<file path="src/verilog/firtf_pkg.sv">
// Package with widths and constants of the three-tap FIR filter
package firtf_pkg;
  localparam int SAMPLE_W = 8;
  localparam int OUT_W = 20;
  localparam int TAPS = 3;
  localparam int NARROW_PROD_W = 14;
  localparam int WIDE_PROD_W = 16;
  localparam int SUM_W = 18;
  localparam int TRUNC_BITS = 4;
  localparam int SUM_GROWTH = 2;
  localparam logic signed [SAMPLE_W-1:0] SAMPLE_RESET = 8'sh00;
  localparam logic signed [SAMPLE_W-1:0] COEF_OUTER = 8'sh01;
  localparam logic signed [SAMPLE_W-1:0] COEF_CENTER = 8'shfb;

  typedef logic signed [SAMPLE_W-1:0] firtf_sample_t;

  typedef struct packed {
    logic valid;
    firtf_sample_t data;
  } firtf_in_t;

  typedef struct packed {
    logic valid;
    logic signed [OUT_W-1:0] data;
  } firtf_out_t;
endpackage : firtf_pkg

</file>
<file path="src/verilog/firtf_filter.sv">
// Three-tap fixed-point FIR filter with coefficients 1, -5, 1
// Notes on behaviour
// - Signed 8-bit input, one sample per clock
// - Signed 20-bit output carries filter result
// - Three chained 8-bit delay registers shift
// - Output sums taps times coefficients 1,-5,1
// - Three multipliers feed one three-input adder
// - Product width is sum of operand widths
// - 14-bit products sign-extended to 16 bits
// - Three-operand sum grows two bits: 18
// - Value carried as L+R bits, MSB sign
// - Unsigned width w carried as signed w+1
// - Binary point never changes stored bits
// - Optional 4-bit truncation of each product
// - Delay stages inherit input sample width
// - Delay registers update on rising clock edge
// - Active-low reset initialises registers
module firtf_filter
  import firtf_pkg::*;
#(
  parameter bit TRUNCATE = 1'b0
) (
  // Clock, reset, enable
  input wire logic clk,
  input wire logic reset_n,
  input wire logic clkEn,
  // Sample stream
  input firtf_in_t sampleIn,
  output firtf_out_t sampleOut
);

  firtf_sample_t tap_reg [TAPS];
  logic validDelay_reg;
  logic signed [WIDE_PROD_W-1:0] prod [TAPS];
  logic signed [SUM_W-1:0] sum_next;

  function automatic logic signed [SAMPLE_W:0] widenUnsigned(input logic [SAMPLE_W-1:0] u);
    widenUnsigned = $signed({1'b0, u});
  endfunction : widenUnsigned

  function automatic logic signed [WIDE_PROD_W-1:0] mulTap(input firtf_sample_t x,
                                                          input firtf_sample_t c);
    logic signed [WIDE_PROD_W-1:0] p;
    p = x * c;
    if (TRUNCATE) begin
      p = p >>> TRUNC_BITS;
    end
    mulTap = p;
  endfunction : mulTap

  // Sign extension of a narrow product
  function automatic logic signed [WIDE_PROD_W-1:0] extendNarrow(
    input logic signed [NARROW_PROD_W-1:0] n);
    extendNarrow = WIDE_PROD_W'(n);
  endfunction : extendNarrow

  always_ff @(posedge clk) begin
    if (!reset_n) begin
      for (int i = 0; i < TAPS; i++) begin
        tap_reg[i] <= SAMPLE_RESET;
      end
    end else if (clkEn) begin
      tap_reg[0] <= sampleIn.data;
      for (int i = 1; i < TAPS; i++) begin
        tap_reg[i] <= tap_reg[i-1];
      end
    end
  end

  // Valid only marks samples; data still moves on every enabled cycle
  // Valid pipe cleared by reset
  always_ff @(posedge clk) begin
    if (!reset_n) begin
      validDelay_reg <= 1'b0;
    end else if (clkEn) begin
      validDelay_reg <= sampleIn.valid;
    end
  end

  generate
    for (genvar g = 0; g < TAPS; g++) begin : gTap
      localparam firtf_sample_t COEF = (g == 1) ? COEF_CENTER : COEF_OUTER;
      logic signed [WIDE_PROD_W-1:0] full;
      assign full = mulTap(tap_reg[g], COEF);
      if (g == 1) begin : gWide
        assign prod[g] = full;
      end else begin : gNarrow
        // Outer tap carried at 14 bits
        // Unit weight never needs the top bits, so the multiplier can shrink
        logic signed [NARROW_PROD_W-1:0] narrow;
        assign narrow = NARROW_PROD_W'(full);
        assign prod[g] = extendNarrow(narrow);
      end
    end
  endgenerate

  // Full 18-bit sum, so no product combination can wrap
  // Outer products are 14-bit, sign-extended
  // Adder grows two bits to 18
  always_comb begin
    sum_next = SUM_W'(prod[0]) + SUM_W'(prod[1]) + SUM_W'(prod[2]);
  end

  // Sign carried in MSB by extension
  always_ff @(posedge clk) begin
    if (!reset_n) begin
      sampleOut <= '0;
    end else if (clkEn) begin
      sampleOut.data <= OUT_W'(sum_next);
      sampleOut.valid <= validDelay_reg;
    end
  end

  // Operand of the unsigned path checked for a zero top bit
  logic signed [SAMPLE_W:0] widenProbe;
  assign widenProbe = widenUnsigned(sampleIn.data);

  a_unsigned_widen_zero:
    assert property (@(posedge clk) disable iff (!reset_n) widenProbe[SAMPLE_W] == 1'b0)
      else $error("Widened unsigned value has set top bit");

  a_delay_shift_chain:
    assert property (@(posedge clk) disable iff (!reset_n)
      clkEn |=> tap_reg[2] == $past(tap_reg[1]) && tap_reg[1] == $past(tap_reg[0]))
      else $error("Delay line did not shift");

  a_first_tap_load:
    assert property (@(posedge clk) disable iff (!reset_n)
      clkEn |=> tap_reg[0] == $past(sampleIn.data))
      else $error("First tap missed the sample");

  a_reset_clears_taps:
    assert property (@(posedge clk) !reset_n |=> tap_reg[0] == 0 && tap_reg[1] == 0 && tap_reg[2] == 0)
      else $error("Taps not cleared by reset");

  a_output_equation:
    assert property (@(posedge clk) disable iff (!reset_n)
      (!TRUNCATE && clkEn) |=> sampleOut.data ==
        OUT_W'($past(tap_reg[0]) - 5 * $past(tap_reg[1]) + $past(tap_reg[2])))
      else $error("Output does not match weighted sum");

  a_hold_when_idle:
    assert property (@(posedge clk) disable iff (!reset_n)
      !clkEn |=> $stable(sampleOut.data) && $stable(tap_reg[0]))
      else $error("State changed while enable low");

  a_output_sign_ext:
    assert property (@(posedge clk) disable iff (!reset_n)
      sampleOut.data[OUT_W-1:SUM_W-1] == {(OUT_W-SUM_W+1){sampleOut.data[OUT_W-1]}})
      else $error("Output not sign extended");

  a_outer_prod_range:
    assert property (@(posedge clk) disable iff (!reset_n)
      !TRUNCATE |-> prod[0][WIDE_PROD_W-1:NARROW_PROD_W-1] ==
        {(WIDE_PROD_W-NARROW_PROD_W+1){prod[0][WIDE_PROD_W-1]}})
      else $error("Outer product exceeds 14 bits");

  a_valid_latency:
    assert property (@(posedge clk) disable iff (!reset_n)
      clkEn ##1 clkEn |=> sampleOut.valid == $past(sampleIn.valid, 2))
      else $error("Valid latency wrong");

  a_valid_pipe_load:
    assert property (@(posedge clk) disable iff (!reset_n)
      clkEn |=> validDelay_reg == $past(sampleIn.valid))
      else $error("Valid pipe missed the marker");

  a_reset_clears_out:
    assert property (@(posedge clk) !reset_n |=> sampleOut.data == '0 && !sampleOut.valid)
      else $error("Output not cleared by reset");

  a_hold_other_state:
    assert property (@(posedge clk) disable iff (!reset_n)
      !clkEn |=> $stable(sampleOut.valid) && $stable(tap_reg[1]) && $stable(tap_reg[2]))
      else $error("Held state changed while enable low");

  a_outer_prod_value:
    assert property (@(posedge clk) disable iff (!reset_n)
      !TRUNCATE |-> prod[0] == WIDE_PROD_W'(tap_reg[0])
        && prod[2] == WIDE_PROD_W'(tap_reg[2]))
      else $error("Outer product value wrong");

  a_center_prod_value:
    assert property (@(posedge clk) disable iff (!reset_n)
      !TRUNCATE |-> int'(prod[1]) == -5 * int'(tap_reg[1]))
      else $error("Center product value wrong");

  a_trunc_prod_value:
    assert property (@(posedge clk) disable iff (!reset_n)
      TRUNCATE |-> int'(prod[1]) == ((-5 * int'(tap_reg[1])) >>> TRUNC_BITS)
        && int'(prod[0]) == (int'(tap_reg[0]) >>> TRUNC_BITS))
      else $error("Truncated product value wrong");

  a_sum_full_range:
    assert property (@(posedge clk) disable iff (!reset_n)
      int'(sum_next) == int'(prod[0]) + int'(prod[1]) + int'(prod[2]))
      else $error("Adder result lost resolution");

  a_outer_prod_far:
    assert property (@(posedge clk) disable iff (!reset_n)
      prod[2][WIDE_PROD_W-1:NARROW_PROD_W-1] ==
        {(WIDE_PROD_W-NARROW_PROD_W+1){prod[2][WIDE_PROD_W-1]}})
      else $error("Far outer product exceeds 14 bits");

  a_trunc_output:
    assert property (@(posedge clk) disable iff (!reset_n)
      (TRUNCATE && clkEn) |=> int'(sampleOut.data) ==
        (int'($past(tap_reg[0])) >>> TRUNC_BITS)
        + ((-5 * int'($past(tap_reg[1]))) >>> TRUNC_BITS)
        + (int'($past(tap_reg[2])) >>> TRUNC_BITS))
      else $error("Truncated output does not match");

endmodule : firtf_filter

</file>
<file path="config.mk">
export PLATFORM = sky130hd
export DESIGN_NAME = firtf_filter
export DESIGN_NICKNAME = d
export VERILOG_FILES = /design/src/verilog/firtf_pkg.sv /design/src/verilog/firtf_filter.sv
export SDC_FILE = /design/constraint.sdc
export NUM_CORES = 1
export LEC_CHECK = 0
export ABC_AREA = 1
export BUFFER_PORTS_ARGS = -buffer_cell sky130_fd_sc_hd__buf_2
export CAP_MARGIN = 20
export CORE_MARGIN = 4
export CORE_UTILIZATION = 35
export DETAILED_ROUTE_END_ITERATION = 6
export MAX_ROUTING_LAYER = met4
export PLACE_DENSITY = 0.49
export SETUP_SLACK_MARGIN = 0.3
export SLEW_MARGIN = 40
export SYNTH_ARGS = -nofsm -noshare
export SYNTH_HDL_FRONTEND = slang
export SYNTH_SLANG_ARGS = --single-unit
</file>
<file path="constraint.sdc">
create_clock -name clk -period 8.2 [get_ports clk]
set_input_delay 0 -clock clk [delete_from_list [all_inputs] [get_ports clk]]
set_output_delay 0 -clock clk [all_outputs]
set_load 0.02 [all_outputs]
</file>
==> impl_results.md <==
- Status: finished clean
- Drt first pass iters: 4
- Ys Warns: 0
- CTS sink count: 40
- Vias in the first global route: between 1500 and 2000
- Setup CP Type: reg -> reg
- Power Density: roughly 260 nW/um^2
- Die height: just under 100 um
- Global-route usage over all layers: 0.109
- Vias after detailed routing: around 1900
- Max_cap viols: 0
- Total core area: between 7000 and 8000 um^2
- TritonCTS clock tree: done
- RSZ-0062 raised after global routing: false
- First DRT Iteration DRCs: 38
- Clk slew on worst S/H paths: approximately 80 ps
- Tightest Hold Check Type: in -> reg
- Diode count: 0
- Clock Path Buffers: 2
- Critical Path AT: approximately 3900 ps
- Worst vdd ir: between 90 and 100 uV
- CTS Buf Count: 5
- Crit. End Element: flop
- Initial Util: 0.367
- Post-Route Setup TNS: 0 ps
- Final Skew: approximately 5 ps
- Leakage power total: 1.67 nW
- Worst endpoint required time: ~8400 ps
- Cts repair resizes: 0
- Syn avg cell area: approximately 9 um^2
- Mapped Area: between 2000 and 3000 um^2
- Vias per cell: approximately 4.2
- Routability congestion estimate: 0.795
- Drc violations: 0
- Max reg flops: 24
- Layout cells sized above 1: 0.135
- Fin crit share: 0.450
- Layout Area Growth over Synthesis: 12.3%
- Largest cells by area after synthesis: edfxtp_1, fa_1, ha_1
- Syn nets: approximately 400
- Distinct cell type count after synthesis: 24
- Count of pins over their slew limit: 0
- Initial antenna violation count: 0
- Sequential fraction of the synthesis area: 0.360
- Final hold violations: 0
- Root buf cell: clkbuf_8
- Clock Latency Late Sink: approximately 290 ps
- Htree depth: 2
- Largest net degree at the start of global routing: 29
- Synth area leader: edfxtp_1
- Total I/O pin count: 33
- Site Rows: 32
- Crit path max fanout: 4
- Avg WL per Cell: a little over 10 um
- Slew @ Worst Pin: a little over 600 ps
- WL final: 4750 um
- Rel. slew slack: 0.586
- CP Launch Type: flop
- Syn Inst Count: 320
- Fillers: 810
- Die W: around 100 um
- First-pass GRT wire length: 8540 um
- Tot Pwr: ~0.86 mW
- Layout net count: 423
- IO Port Bufs: 32
- Total grt overflow: 0
- Yosys reg bits: 40
- Die Footprint: 9790 um^2
- Min cycle time layout: around 3700 ps
- Achievable Freq: ~270 MHz
- Final setup fails: 0
- Top cell type's share of synthesized area: 0.249
- Detail Placement HPWL: around 3800 um
- Post-route ant nets: 0
==> per-stage QoR <==
stage,setup slack (ps),hold WS (ps),cell area [um^2],std cells,utilization
after global routing,4200,15.7,3250,457,0.412
after CTS,4470,1.78,3250,457,0.412
final,4510,4.35,3250,457,0.412
after detailed placement,4490,225,3120,444,0.395
after global placement,4500,208,3120,444,0.395
after floorplan,4740,113,2900,320,-
==> synth_stat cells <==
library cell	number
ha_1	32
nand3_1	11
nand4_1	2
edfxtp_1	24
fa_1	25
dfxtp_1	16
and2_1	1
inv_1	76
buf_2	1
clkbuf_1	2
or2_2	1
o21ai_1	1
nand2_2	2
o21ai_0	9
buf_4	7
nor2_1	35
nand2_1	60
nand3b_1	3
nor2_2	3
a22o_1	3
a21oi_2	1
a21oi_1	3
inv_2	1
o21ai_2	1
==> critical path, stage by stage (launching register included) <==
cell      delay, ps
edfxtp_1        320
inv_1            90
fa_1            520
inv_1            40
ha_1            290
fa_1            550
inv_1            60
fa_1            440
inv_1            70
ha_1            180
inv_1            60
fa_1            420
o21ai_2         220
nand2_1          90
nand2_1          70
nand2_1          50
nand3_1          60
nand2_1          50
==> placed cells by master, fill, tap and decap left out <==
cell type,netlist,layout
inv_1,76,75
nand2_1,60,60
nor2_1,35,35
ha_1,32,32
buf_2,1,32
fa_1,25,25
edfxtp_1,24,24
dfxtp_1,16,16
nand3_1,11,11
o21ai_0,9,9
clkbuf_8,0,5
dlygate4sd3_1,0,5
nor2_2,3,3
nand3b_1,3,3
a21oi_1,3,3
a22o_1,3,3
inv_2,1,2
nand2_2,2,2
nand4_1,2,2
or2_2,1,1
o21ai_2,1,1
a21oi_2,1,1
o21ai_1,1,1
and2_1,1,1
clkbuf_1,2,1
clkinvlp_4,0,1
clkinv_1,0,1
==> layer usage <==
layer	track usage	vias to the layer above	wire [um]
li1	-	1040	-
met1	0.147	845	2490
met2	0.163	29	2020
met3	0.0290	2	212
met4	0.0263	0	23
met5	-	-	0
==> cell type report <==
type                    count  area [um^2]  share of cell area
repair buffers             37          210              0.0646
flip-flops and latches     40         1040               0.320
clock buffers               6         72.6              0.0223
well taps                 102          128              0.0392
clock inverters             2         11.3             0.00346
multi-input cells         193         1500               0.461
inverters                  77          289              0.0889
==> worst paths after layout <==
kind	startpoint	to	slack [ps]	cells after the start
max	tap_reg[0][10]	sampleOut[11]	4510	17
min	sampleIn[6]	tap_reg[0][6]	4	3
max reg2reg	tap_reg[0][10]	sampleOut[11]	4510	17
min reg2reg	sampleOut[10]	sampleOut[10]	450	2
==> power by group <==
group	switching, mW	leakage (nW)	internal, mW
registers	0.0153	0.397	0.243
clock network	0.0686	0.0388	0.0591
logic	0.293	1.24	0.179
==> cell families (layout without fill, tap and decap cells) <==
group,after synthesis,in the layout,synth area share
AND/OR/NAND/NOR,118,118,0.169
buffers and inverters,87,122,0.122
adder cells (fa/ha/maj),57,57,0.311
AO/OA/AOI/OAI,18,18,0.0376
flip-flops,40,40,0.360
==> what timing repair did <==
action / 4_1_cts / 5_1_grt
hold buffers: 5 / 0
setup endpoints to repair: 0 / 0
setup buffers: 0 / 0
hold endpoints to repair: 5 / 0
Power figures use the tool's default switching activity.
